`src/pkg/rsbmc_defs.vh`:
```
`ifndef RSBMC_DEFS_VH
`define RSBMC_DEFS_VH

// register byte addresses
`define RSBMC_ADDR_CTRL        8'h00
`define RSBMC_ADDR_LAT         8'h04
`define RSBMC_ADDR_STATUS      8'h08

// rx_buffer_control fields
`define RSBMC_MODE_LSB         0
`define RSBMC_MODE_MSB         1
`define RSBMC_SDIR_BIT         2
`define RSBMC_CTRL_RESET       8'h00
`define RSBMC_CTRL_WMASK       8'h07

// rx_fifo_latency_cfg fields
`define RSBMC_LAT_MSB          4
`define RSBMC_LAT_RESET        5'h04

// mode codes
`define RSBMC_MODE_SLIP        2'b01
`define RSBMC_MODE_FIFO        2'b10

// axi responses
`define RSBMC_RESP_OKAY        2'b00
`define RSBMC_RESP_SLVERR      2'b10

// fifo geometry
`define RSBMC_FIFO_DEPTH       4
`define RSBMC_FIFO_AW          2
`define RSBMC_LAT_DEPTH        32

`endif

```
`src/hw/rsbmc_fifo.v`:
```
// small ready/valid fifo held in flip-flops
module rsbmc_fifo #(
    parameter WIDTH = 1,
    parameter DEPTH = 4,
    parameter AW    = 2
) (
    input  wire             aclk,
    input  wire             aresetn,
    input  wire [WIDTH-1:0] in_data,
    input  wire             in_valid,
    output wire             in_ready,
    output wire [WIDTH-1:0] out_data,
    output wire             out_valid,
    input  wire             out_ready
);
    reg [WIDTH-1:0] mem_reg [0:DEPTH-1];
    reg [AW-1:0]    wptr_reg;
    reg [AW-1:0]    rptr_reg;
    reg [AW:0]      count_reg;

    localparam [AW:0] DEPTH_W = DEPTH;

    wire push = in_valid && in_ready;
    wire pop  = out_valid && out_ready;

    assign in_ready  = (count_reg != DEPTH_W);
    assign out_valid = (count_reg != {(AW+1){1'b0}});
    assign out_data  = mem_reg[rptr_reg];

    always @(posedge aclk)
    begin
        if (!aresetn)
        begin
            wptr_reg  <= {AW{1'b0}};
            rptr_reg  <= {AW{1'b0}};
            count_reg <= {(AW+1){1'b0}};
        end
        else
        begin
            if (push)
            begin
                mem_reg[wptr_reg] <= in_data;
                wptr_reg          <= wptr_reg + 1'b1;
            end
            if (pop)
                rptr_reg <= rptr_reg + 1'b1;
            if (push && !pop)
                count_reg <= count_reg + 1'b1;
            else if (pop && !push)
                count_reg <= count_reg - 1'b1;
        end
    end
endmodule // rsbmc_fifo

```
`src/hw/rsbmc_top.v`:
```
`include "rsbmc_defs.vh"

// Operation
// - Mode code 00 or 11 bypasses the buffer and drives clock and sync pins as outputs.
// - Mode code 01 runs the buffer as a slip buffer, code 10 as a fifo.
// - In slip and fifo modes the backplane clock pin is an input supplied from outside.
// - With the buffer enabled, sync is an output when the direction bit is 0, input if 1.
// - In fifo mode data is delayed by the five-bit latency in backplane clock periods.
// - The latency field resets to four and its upper three register bits are reserved.
// - The latency setting has no effect unless fifo mode is selected.
module rsbmc_top (
    input  wire        aclk,
    input  wire        aresetn,
    input  wire [7:0]  s_axi_awaddr,
    input  wire        s_axi_awvalid,
    output reg         s_axi_awready,
    input  wire [31:0] s_axi_wdata,
    input  wire [3:0]  s_axi_wstrb,
    input  wire        s_axi_wvalid,
    output reg         s_axi_wready,
    output reg  [1:0]  s_axi_bresp,
    output reg         s_axi_bvalid,
    input  wire        s_axi_bready,
    input  wire [7:0]  s_axi_araddr,
    input  wire        s_axi_arvalid,
    output reg         s_axi_arready,
    output reg  [31:0] s_axi_rdata,
    output reg  [1:0]  s_axi_rresp,
    output reg         s_axi_rvalid,
    input  wire        s_axi_rready,
    input  wire        line_data,
    input  wire        line_clk,
    input  wire        line_sync,
    input  wire        rx_backplane_clock_i,
    output reg         rx_backplane_clock_o,
    output reg         rx_backplane_clock_oe,
    input  wire        rx_frame_sync_i,
    output reg         rx_frame_sync_o,
    output reg         rx_frame_sync_oe,
    output reg         rx_data_out,
    output reg         rx_buffer_slip
);
    // modes as one-hot states
    localparam ST_BYPASS = 3'b001;
    localparam ST_SLIP   = 3'b010;
    localparam ST_FIFO   = 3'b100;

    reg [7:0]  rx_buffer_control_reg;
    reg [4:0]  lat_reg;
    reg [2:0]  mode_reg;
    reg [2:0]  mode_next;
    reg [3:0]  fifo_level_reg;

    // ---------------- pin synchronisers ----------------
    reg [1:0] lclk_sync_reg;
    reg [1:0] ldat_sync_reg;
    reg [1:0] lsyn_sync_reg;
    reg [1:0] bclk_sync_reg;
    reg [1:0] fsyn_sync_reg;
    reg       lclk_prev_reg;
    reg       bclk_prev_reg;

    always @(posedge aclk)
    begin
        if (!aresetn)
        begin
            lclk_sync_reg <= 2'b00;
            ldat_sync_reg <= 2'b00;
            lsyn_sync_reg <= 2'b00;
            bclk_sync_reg <= 2'b00;
            fsyn_sync_reg <= 2'b00;
            lclk_prev_reg <= 1'b0;
            bclk_prev_reg <= 1'b0;
        end
        else
        begin
            lclk_sync_reg <= {lclk_sync_reg[0], line_clk};
            ldat_sync_reg <= {ldat_sync_reg[0], line_data};
            lsyn_sync_reg <= {lsyn_sync_reg[0], line_sync};
            bclk_sync_reg <= {bclk_sync_reg[0], rx_backplane_clock_i};
            fsyn_sync_reg <= {fsyn_sync_reg[0], rx_frame_sync_i};
            lclk_prev_reg <= lclk_sync_reg[1];
            bclk_prev_reg <= bclk_sync_reg[1];
        end
    end

    wire line_rise = lclk_sync_reg[1] && !lclk_prev_reg;
    wire line_fall = !lclk_sync_reg[1] && lclk_prev_reg;
    wire bp_rise   = bclk_sync_reg[1] && !bclk_prev_reg;
    wire sdir_in   = rx_buffer_control_reg[`RSBMC_SDIR_BIT];

    // ---------------- mode decode ----------------
    always @*
    begin
        case (rx_buffer_control_reg[`RSBMC_MODE_MSB:`RSBMC_MODE_LSB])
            `RSBMC_MODE_SLIP: mode_next = ST_SLIP;
            `RSBMC_MODE_FIFO: mode_next = ST_FIFO;
            default:          mode_next = ST_BYPASS;
        endcase
    end

    // ---------------- axi4-lite slave ----------------
    reg [7:0]  aw_addr_reg;
    reg        aw_held_reg;
    reg [31:0] w_data_reg;
    reg [3:0]  w_strb_reg;
    reg        w_held_reg;

    always @(posedge aclk)
    begin
        if (!aresetn)
        begin
            s_axi_awready         <= 1'b0;
            s_axi_wready          <= 1'b0;
            s_axi_bvalid          <= 1'b0;
            s_axi_bresp           <= `RSBMC_RESP_OKAY;
            s_axi_arready         <= 1'b0;
            s_axi_rvalid          <= 1'b0;
            s_axi_rresp           <= `RSBMC_RESP_OKAY;
            s_axi_rdata           <= 32'h0000_0000;
            aw_addr_reg           <= 8'h00;
            aw_held_reg           <= 1'b0;
            w_data_reg            <= 32'h0000_0000;
            w_strb_reg            <= 4'h0;
            w_held_reg            <= 1'b0;
            rx_buffer_control_reg <= `RSBMC_CTRL_RESET;
            lat_reg               <= `RSBMC_LAT_RESET;
        end
        else
        begin
            s_axi_awready <= 1'b0;
            s_axi_wready  <= 1'b0;
            s_axi_arready <= 1'b0;
            if (s_axi_awvalid && !aw_held_reg && !s_axi_awready && !s_axi_bvalid)
            begin
                s_axi_awready <= 1'b1;
                aw_addr_reg   <= s_axi_awaddr;
                aw_held_reg   <= 1'b1;
            end
            if (s_axi_wvalid && !w_held_reg && !s_axi_wready && !s_axi_bvalid)
            begin
                s_axi_wready <= 1'b1;
                w_data_reg   <= s_axi_wdata;
                w_strb_reg   <= s_axi_wstrb;
                w_held_reg   <= 1'b1;
            end
            if (aw_held_reg && w_held_reg && !s_axi_bvalid)
            begin
                aw_held_reg  <= 1'b0;
                w_held_reg   <= 1'b0;
                s_axi_bvalid <= 1'b1;
                s_axi_bresp  <= `RSBMC_RESP_OKAY;
                case (aw_addr_reg)
                    `RSBMC_ADDR_CTRL:
                        if (w_strb_reg[0])
                            rx_buffer_control_reg <= w_data_reg[7:0] & `RSBMC_CTRL_WMASK;
                    `RSBMC_ADDR_LAT:
                        if (w_strb_reg[0])
                            lat_reg <= w_data_reg[`RSBMC_LAT_MSB:0];
                    `RSBMC_ADDR_STATUS: ;
                    default:
                        s_axi_bresp <= `RSBMC_RESP_SLVERR;
                endcase
            end
            else if (s_axi_bvalid && s_axi_bready)
                s_axi_bvalid <= 1'b0;

            if (s_axi_arvalid && !s_axi_arready && !s_axi_rvalid)
            begin
                s_axi_arready <= 1'b1;
                s_axi_rvalid  <= 1'b1;
                s_axi_rresp   <= `RSBMC_RESP_OKAY;
                case (s_axi_araddr)
                    `RSBMC_ADDR_CTRL:
                        s_axi_rdata <= {24'h00_0000, rx_buffer_control_reg};
                    `RSBMC_ADDR_LAT:
                        s_axi_rdata <= {27'h000_0000, lat_reg};
                    `RSBMC_ADDR_STATUS:
                        s_axi_rdata <= {24'h00_0000, 1'b0, fifo_level_reg, mode_reg};
                    default:
                    begin
                        s_axi_rdata <= 32'h0000_0000;
                        s_axi_rresp <= `RSBMC_RESP_SLVERR;
                    end
                endcase
            end
            else if (s_axi_rvalid && s_axi_rready)
                s_axi_rvalid <= 1'b0;
        end
    end

    // ---------------- line side into the fifo ----------------
    wire       fin_ready;
    wire       fout_valid;
    wire [1:0] fout_data;
    reg        fin_valid_reg;
    reg  [1:0] fin_data_reg;
    wire       fout_ready = bp_rise && (mode_reg != ST_BYPASS) && fout_valid;

    always @(posedge aclk)
    begin
        if (!aresetn)
        begin
            fin_valid_reg  <= 1'b0;
            fin_data_reg   <= 2'b00;
            fifo_level_reg <= 4'h0;
            rx_buffer_slip <= 1'b0;
            mode_reg       <= ST_BYPASS;
        end
        else
        begin
            mode_reg       <= mode_next;
            rx_buffer_slip <= 1'b0;
            if (fin_valid_reg && fin_ready)
                fin_valid_reg <= 1'b0;
            if (line_rise && mode_reg != ST_BYPASS)
            begin
                // a full buffer lets the new line bit overwrite the waiting one: that is a slip
                if (fin_valid_reg && !fin_ready)
                    rx_buffer_slip <= 1'b1;
                fin_valid_reg <= 1'b1;
                fin_data_reg  <= {lsyn_sync_reg[1], ldat_sync_reg[1]};
            end
            if ((fin_valid_reg && fin_ready) && !fout_ready)
                fifo_level_reg <= fifo_level_reg + 4'h1;
            else if (!(fin_valid_reg && fin_ready) && fout_ready)
                fifo_level_reg <= fifo_level_reg - 4'h1;
        end
    end

    rsbmc_fifo #(
        .WIDTH (2),
        .DEPTH (`RSBMC_FIFO_DEPTH),
        .AW    (`RSBMC_FIFO_AW)
    ) u_fifo (
        .aclk      (aclk),
        .aresetn   (aresetn),
        .in_data   (fin_data_reg),
        .in_valid  (fin_valid_reg),
        .in_ready  (fin_ready),
        .out_data  (fout_data),
        .out_valid (fout_valid),
        .out_ready (fout_ready)
    );

    // ---------------- latency line on the backplane clock ----------------
    // bits shift once per backplane clock period, so tap n is n periods late
    reg [`RSBMC_LAT_DEPTH-1:0] delay_reg;
    reg                        slip_bit_reg;
    reg                        slip_sync_reg;

    always @(posedge aclk)
    begin
        if (!aresetn)
        begin
            delay_reg     <= 32'h0000_0000;
            slip_bit_reg  <= 1'b0;
            slip_sync_reg <= 1'b0;
        end
        else if (bp_rise)
        begin
            delay_reg     <= {delay_reg[`RSBMC_LAT_DEPTH-2:0],
                              fout_valid ? fout_data[0] : 1'b0};
            slip_bit_reg  <= fout_valid ? fout_data[0] : slip_bit_reg;
            slip_sync_reg <= fout_valid && fout_data[1];
        end
    end

    // ---------------- pin outputs ----------------
    always @(posedge aclk)
    begin
        if (!aresetn)
        begin
            rx_backplane_clock_o  <= 1'b0;
            rx_backplane_clock_oe <= 1'b1;
            rx_frame_sync_o       <= 1'b0;
            rx_frame_sync_oe      <= 1'b1;
            rx_data_out           <= 1'b0;
        end
        else
        begin
            case (mode_reg)
                ST_BYPASS:
                begin
                    rx_backplane_clock_oe <= 1'b1;
                    rx_frame_sync_oe      <= 1'b1;
                    rx_backplane_clock_o  <= lclk_sync_reg[1];
                    rx_frame_sync_o       <= lsyn_sync_reg[1];
                    if (line_fall)
                        rx_data_out <= ldat_sync_reg[1];
                end
                ST_SLIP:
                begin
                    rx_backplane_clock_oe <= 1'b0;
                    rx_backplane_clock_o  <= 1'b0;
                    rx_frame_sync_oe      <= !sdir_in;
                    rx_frame_sync_o       <= slip_sync_reg;
                    rx_data_out           <= slip_bit_reg;
                end
                ST_FIFO:
                begin
                    rx_backplane_clock_oe <= 1'b0;
                    rx_backplane_clock_o  <= 1'b0;
                    rx_frame_sync_oe      <= !sdir_in;
                    rx_frame_sync_o       <= slip_sync_reg;
                    // latency only applies here; tap n lags the newest bit by n periods,
                    // so zero shows the bit popped at the last backplane clock rise
                    rx_data_out <= delay_reg[lat_reg];
                end
                default:
                begin
                    rx_backplane_clock_oe <= 1'b1;
                    rx_frame_sync_oe      <= 1'b1;
                end
            endcase
        end
    end

    // input sync is sampled but trusted to be aligned to the backplane clock
    wire unused_fsync = fsyn_sync_reg[1];
endmodule // rsbmc_top

```
`config.mk`:
```
export PLATFORM = sky130hd
export DESIGN_NAME = rsbmc_top
export DESIGN_NICKNAME = d
export VERILOG_FILES = /design/src/hw/rsbmc_fifo.v /design/src/hw/rsbmc_top.v
export VERILOG_INCLUDE_DIRS = /design/src /design/src/pkg
export SDC_FILE = /design/constraint.sdc
export NUM_CORES = 1
export LEC_CHECK = 0
export ABC_CLOCK_PERIOD_IN_PS = 2900
export BUFFER_PORTS_ARGS = -buffer_cell sky130_fd_sc_hd__buf_4
export CAP_MARGIN = 20
export CORE_MARGIN = 4
export CORE_UTILIZATION = 54
export CTS_BUF_LIST = sky130_fd_sc_hd__clkbuf_16
export DETAILED_ROUTE_END_ITERATION = 16
export GPL_TIMING_DRIVEN = 0
export PLACE_DENSITY = 0.76
export SYNTH_ARGS = -nofsm -noshare
export SYNTH_HDL_FRONTEND = slang
export SYNTH_HIERARCHICAL = 1
export SYNTH_SLANG_ARGS = --single-unit
```
`constraint.sdc`:
```
create_clock -name aclk -period 2.9 [get_ports aclk]
set_input_delay 0.87 -clock aclk [delete_from_list [all_inputs] [get_ports aclk]]
set_output_delay 0.87 -clock aclk [all_outputs]
set_load 0.01 [all_outputs]
```
After elaboration in Yosys (flattened, before gate mapping) --
Memory sizes are Yosys's and may differ from the RTL's. A register that Yosys moved wholly into a read port is not among the register bits. Index checks and enable logic that the tools add are counted.
Cells by class: multiplexer cells 31, magnitude comparators 1, bitwise gates (word level) 1, reduce and logical (&&, ||, !) cells 61, eq/ne operators 12, $add $sub $neg 6
Operators by type and width (number):
- logical AND 1 bit | 26
- case mux 7 bit (3 select lines) | 1
- 2-to-1 mux 1 bit | 17
- equality test 8 x 3 -> 1 bit, second input constant | 2
- equality test 8 x 4 -> 1 bit, second input constant | 2
- logical NOT 8 bit | 2
- logical NOT 1 bit | 15
- nonzero test 2 bit | 6
- 2-to-1 mux 2 bit | 4
- 2-to-1 mux 4 bit | 2
- AND reduction 2 bit | 4
- less-than comparator 5 x 6 -> 1 bit, second input constant | 1
- 2-to-1 mux 3 bit | 2
- case mux 3 bit (2 select lines) | 1
- AND reduction 3 bit | 2
- nonzero test 3 bit | 2
- OR reduction 3 bit | 2
- binary-select mux 1 bit (select 5 bit) | 1
- adder 2 x 1 -> 2 bit, second input constant | 2
- adder 4 x 1 -> 4 bit, second input constant | 1
- case mux 1 bit (2 select lines) | 2
- OR reduction 2 bit | 2
- subtractor 4 x 1 -> 4 bit, second input constant | 1
- adder 3 x 1 -> 3 bit, second input constant | 1
- 11 further kinds | 11
Storage, ports and cells: output and inout port bits 47, bits of input ports 64, RAM bits 8, memories 1, register bits 132
Memories:
- u_fifo.mem_reg | depth 4, width 2, read ports 1, clocked after Yosys merged registers in 1, write ports 1, RTL line rsbmc_fifo.v:16 | reg [WIDTH-1:0] mem_reg [0:DEPTH-1];

Logic depth before layout (Yosys ltp) --
depth in word-level cells 8, gate-level depth with buffers 12, mapped depth without buffers 11

By module --
Netlist, hierarchy kept.
By module, submodules not included:
- rsbmc_top | area each 4192.8 um^2, instances 1, cells an instance 481, sequential area each 1961.9 um^2
- rsbmc_fifo | area each 792.0 um^2, instances 1, cells an instance 58, sequential area each 420.4 um^2

Least setup slack after synthesis --
OpenSTA, ideal clock, no wires.
path type flip-flop to flip-flop, start point register bclk_sync_reg[1], end point register fifo_level_reg[3], clock period less this slack 2.514 ns, path slack 0.386 ns, arrival 2.443 ns, data required time 2.830 ns, stages on the path, launching flop included 13, cells stage by stage dfxtp_1 > nor2b_1 > clkbuf_1 > clkbuf_1 > nand3_1 > ha_1 > inv_1 > ha_1 > a21o_1 > a21oi_1 > xnor2_1 > or3_1 > a21oi_1
On the way: word-level cells in the longest chain between the ends 6, elaborated cells on any way between the ends 8
RTL lines:
- from (decl) | RTL line rsbmc_top.v:58 | reg [1:0] bclk_sync_reg;
- from (signal assigned) | RTL line rsbmc_top.v:80 | bclk_sync_reg <= {bclk_sync_reg[0], rx_backplane_clock_i};
- logical AND 1 bit (*) | RTL line rsbmc_top.v:89 | wire bp_rise = bclk_sync_reg[1] && !bclk_prev_reg;
- logical AND 1 bit (*) (2 in series) | RTL line rsbmc_top.v:198 | wire fout_ready = bp_rise && (mode_reg != ST_BYPASS) && fout_valid;
- logical NOT 1 bit | RTL line rsbmc_top.v:224 | if ((fin_valid_reg && fin_ready) && !fout_ready)
- logical AND 1 bit | RTL line rsbmc_top.v:224
- 2-to-1 mux 4 bit or nonzero test 2 bit (tied branches)
- to (signal assigned) | RTL line rsbmc_top.v:225 | fifo_level_reg <= fifo_level_reg + 4'h1;
- to (signal assigned) | RTL line rsbmc_top.v:227 | fifo_level_reg <= fifo_level_reg - 4'h1;
- to (decl) | RTL line rsbmc_top.v:52 | reg [3:0] fifo_level_reg;
Every way passes the cells marked *; elsewhere a longest branch is shown, timed or not. A chain may end at the register's enable or synchronous reset.

Worst setup path after layout --
start point register u_fifo.count_reg[0], end point register u_fifo.count_reg[2]
On the way: word-level cells in the longest chain between the ends 6, elaborated cells on any way between the ends 14
RTL lines:
- from (decl) | RTL line rsbmc_fifo.v:19 | reg [AW:0] count_reg;
- from (signal assigned) | RTL line rsbmc_fifo.v:36 | count_reg <= {(AW+1){1'b0}};
- from (signal assigned) | RTL line rsbmc_fifo.v:48 | count_reg <= count_reg + 1'b1;
- from (signal assigned) | RTL line rsbmc_fifo.v:50 | count_reg <= count_reg - 1'b1;
- nonzero test 3 bit (*) | RTL line rsbmc_fifo.v:27 | assign out_valid = (count_reg != {(AW+1){1'b0}});
- named net fout_valid | RTL line rsbmc_top.v:194 | wire fout_valid;
- logical AND 1 bit (*) | RTL line rsbmc_top.v:198
- named net fout_ready | RTL line rsbmc_top.v:198
- logical AND 1 bit (*) | RTL line rsbmc_fifo.v:24 | wire pop = out_valid && out_ready;
- logical NOT 1 bit | RTL line rsbmc_fifo.v:47 | if (push && !pop)
- logical AND 1 bit | RTL line rsbmc_fifo.v:47
- 2-to-1 mux 3 bit or nonzero test 2 bit (tied branches)
The timed path passes the listed nets; every way through them passes the cells marked *. The select of a mux whose other input is x is not followed.

==> summary.txt <==
RSZ-0062 raised after global routing: false
Main flop type after synthesis: dfxtp_1
Global-route wire length before repair: 19180 um
TritonCTS Buffers: 17
Number of buffers inserted by port buffering: 51
GP Congestion: 0.8221
Drc violations: 0
Die extent in y: 104.1 um
CP Data Arrival Time: 3.02 ns
Overall via count from detail_route: 3966
Proportion of register bits with asynchronous set or reset after synthesis: 0
Portion of the clock cycle consumed by the worst path in the final layout: 0.9290
R2r worst-path depth: 10
Depth of the CTS H-tree: 4
Overall routing resource usage: 0.2197
Detailed-route wire length per cell: 15.12 um
Leakage power of the design: 0.002522 uW
Maximum vdd ir drop: 410.1 uV
IO Pins: 111
Hold_ws: 0.4330 ns
Root Buffer: clkbuf_16
Worst-Skew Late Latency: 0.41 ns
Mean area per synthesized cell: 9.248 sq um
Endpoint required time on the critical path: 3.23 ns
Clock tree from TritonCTS: built
Reg-to-reg endpoint: u_fifo/count_reg[2]
Launch point of the worst hold path: lclk_sync_reg[0]
Worst-path clk slew: 0.05 ns
Most common cell on crit path: inv_1
GR met2 Demand/Resource: 0.3802
Count of nets left with antenna violations after detail routing: 0
Met3 routing resource usage after global routing: 0.06642
Global-route track usage on met1: 0.2559
Drt first pass iters: 5
Pins Over Slew Limit: 0
Count of endpoints failing setup in the final report: 0
Proportion of synthesized chip area in sequential cells: 0.4779
Number of buffer and inverter stages on the critical path: 2
Top area cells in the synthesized netlist: dfxtp_1 43%, nand2_1 7.5%, mux2i_1 6.0%
Ant. Diodes: 0
Area of the die: 10830 sq um
Power per standard cell area: 626.4 nW/um^2
Via count of the first global-routing pass: 4063
Half-perimeter wire length after detailed placement: 8019 um
Run status: completed
Number of antenna violations at the first check in global routing: 0
Number of different library cells in the post-synthesis netlist: 53
Most frequently used cell type in the post-synthesis netlist: dfxtp_1
Setup clock skew after layout: 0.01244 ns
Final core occ: 0.6957
Number of filler instances in the final layout: 674
Timing-limited maximum frequency: 371.2 MHz
Layer carrying the most global-route usage: met2
Std cell rows: 34
Synthesized cell area: 4985 sq um
Worst slew margin relative to its limit: 0.5186
Die W: 104.1 um
Biggest fanout along the worst timing path: 6
Ordered list of cells on the worst path: or3_2, nand3_1, inv_1, o31ai_4, ha_1, inv_1, fa_1, xor2_1, or3_1, a21boi_0
CORE AREA: 8848 sq um
Nature of the critical path startpoint: flip-flop
Aggregate routed wire length: 11380 um
Register-to-register path setup slack: 0.21 ns
Reg2Reg Launch Point: u_fifo/count_reg[0]
Post-layout minimum cycle time: 2.694 ns
Number of enable-type register cells in the synthesized netlist: 8
Worst-case setup slack after placement: -0.06557 ns
Initial Util: 0.5633
Number of warnings printed during yosys synthesis: 6
Slew at the pin with the worst max-slew slack: 0.7202 ns
Slowest cell delay on critical path: 0.59 ns
Number of nets in the layout: 711
Detailed-route vias per instance: 5.267
Fraction of final layout cells with drive strength greater than 1: 0.2000
Area added between synthesis and finish: 23.49%
Post-synth top area cell: dfxtp_1
Cell depth of the worst hold path: 1
Quantity of hold-fixing buffers added after cts: 0
Cell count after synthesis: 539
Top delay family on crit path: simple AND/OR/NAND/NOR gates
Share of Yosys cell area claimed by the top area cell type: 0.4297
Critical path endpoint category: flip-flop
Number of maximum-capacitance violations: 0
Maximum root-to-sink buffer count: 2
Synth cell count leaders: 107 x dfxtp_1, 100 x nand2_1, 55 x a21oi_1
Register bit count reported by yosys: 115
Maximum number of pins on one net before global-route repair: 17
Largest register FFs: 32
Kind of critical path: reg2reg
DRC marker count from the first detailed-route iteration: 246
Critical path's slowest cell: or3_2
CTS Sinks: 115
Worst min-delay path category: reg2reg
Global route overflow: 0
Crit path setup slack, layout: 0.2058 ns
Number of buffers added for setup after CTS: 0
Final Hold Vio Count: 0
Hold Crit Endpoint: lclk_sync_reg[1]
[kinds of logic after synthesis]
logic type               count (synthesis)  share of synthesized area
XOR/XNOR                                 8                    0.01406
adder cells (fa/ha/maj)                 12                    0.03313
flip-flops                             115                     0.4779
AO/OA/AOI/OAI                           86                     0.1047
other                                    1                  0.0007523
multiplexers                            37                    0.09187
buffers and inverters                   69                    0.07605
AND/OR/NAND/NOR                        211                     0.2016
[cell type report]
type | instances | area (sq um) | share of cell area
Sequential cell | 115 | 2382 | 0.3870
Multi-Input combinational cell | 381 | 2321 | 0.3770
Clock buffer | 17 | 425.4 | 0.06911
Timing Repair Buffer | 51 | 382.9 | 0.06220
Buffer | 59 | 344.1 | 0.05589
Tap cell | 108 | 135.1 | 0.02195
Clock inverter | 12 | 127.6 | 0.02073
Inverter | 10 | 37.54 | 0.006098
[how the worst max path moves through the flow]
stage	from	end	slack (ns)	cells past startpoint
finish	u_fifo/count_reg[0]	u_fifo/count_reg[2]	0.21	10
global placement	bclk_sync_reg[1]	fifo_level_reg[3]	-0.03	12
detailed placement	bclk_sync_reg[1]	fifo_level_reg[3]	-0.07	12
CTS	bclk_sync_reg[1]	fifo_level_reg[3]	0.11	12
floorplan	bclk_sync_reg[1]	fifo_level_reg[3]	0.39	12
global route	bclk_sync_reg[1]	fifo_level_reg[3]	0.03	12
[layer usage]
metal / wire length, um / part of all wire / vias to the layer above
met1: 4885 / 0.43 / 1870
met3: 681 / 0.060 / 15
met2: 5670 / 0.50 / 119
li1: - / - / 1962
met4: 146 / 0.013 / 0
met5: 0 / 0 / -
[metrics by stage]
| step | TNS [ns] | area [sq um] | power [uW] | cells |
|---|---|---|---|---|
| after CTS | 0 | 6155 | 3873 | 753 |
| after global placement | -0.02706 | 5600 | 1913 | 724 |
| after global routing | 0 | 6156 | 3979 | 753 |
| after detailed placement | -0.06557 | 5600 | 1920 | 724 |
| after floorplan | 0 | 5082 | 1833 | 565 |
| final | 0 | 6156 | 3856 | 753 |
[cells in the final DEF (no fill, tap or decap), types with 7 or more instances in the layout]
cell,count
edfxtp_1,8
and2_1,18
nand3_1,9
nor2_1,43
a21oi_1,55
nand2_1,100
mux2i_1,30
ha_1,10
mux4_2,7
clkbuf_1,21
dfxtp_1,107
conb_1,27
nor2b_1,8
o21ai_0,11
clkbuf_16,17
buf_4,80
inv_1,14
[what timing repair did]
action                     CTS  global route
gates resized for setup      1             2
setup endpoints to repair    1             1
pin swaps                    0             0
[power by group]
group	switching, uW	internal [uW]
clock	656	1310
combinational	131	108
sequential	23.1	1630
[worst reg2reg max path: cells and delay by family, from the launching register on]
family | cells | cell delay (ns)
AOI/OAI and AO/OA | 2 | 0.25
xor gates and xnor gates | 1 | 0.16
and+or+nand+nor | 3 | 1.03
buffers and inverters | 2 | 0.16
DFF | 1 | 0.41
adders and majority gates | 2 | 0.61
(Power assumes the default switching activity.)
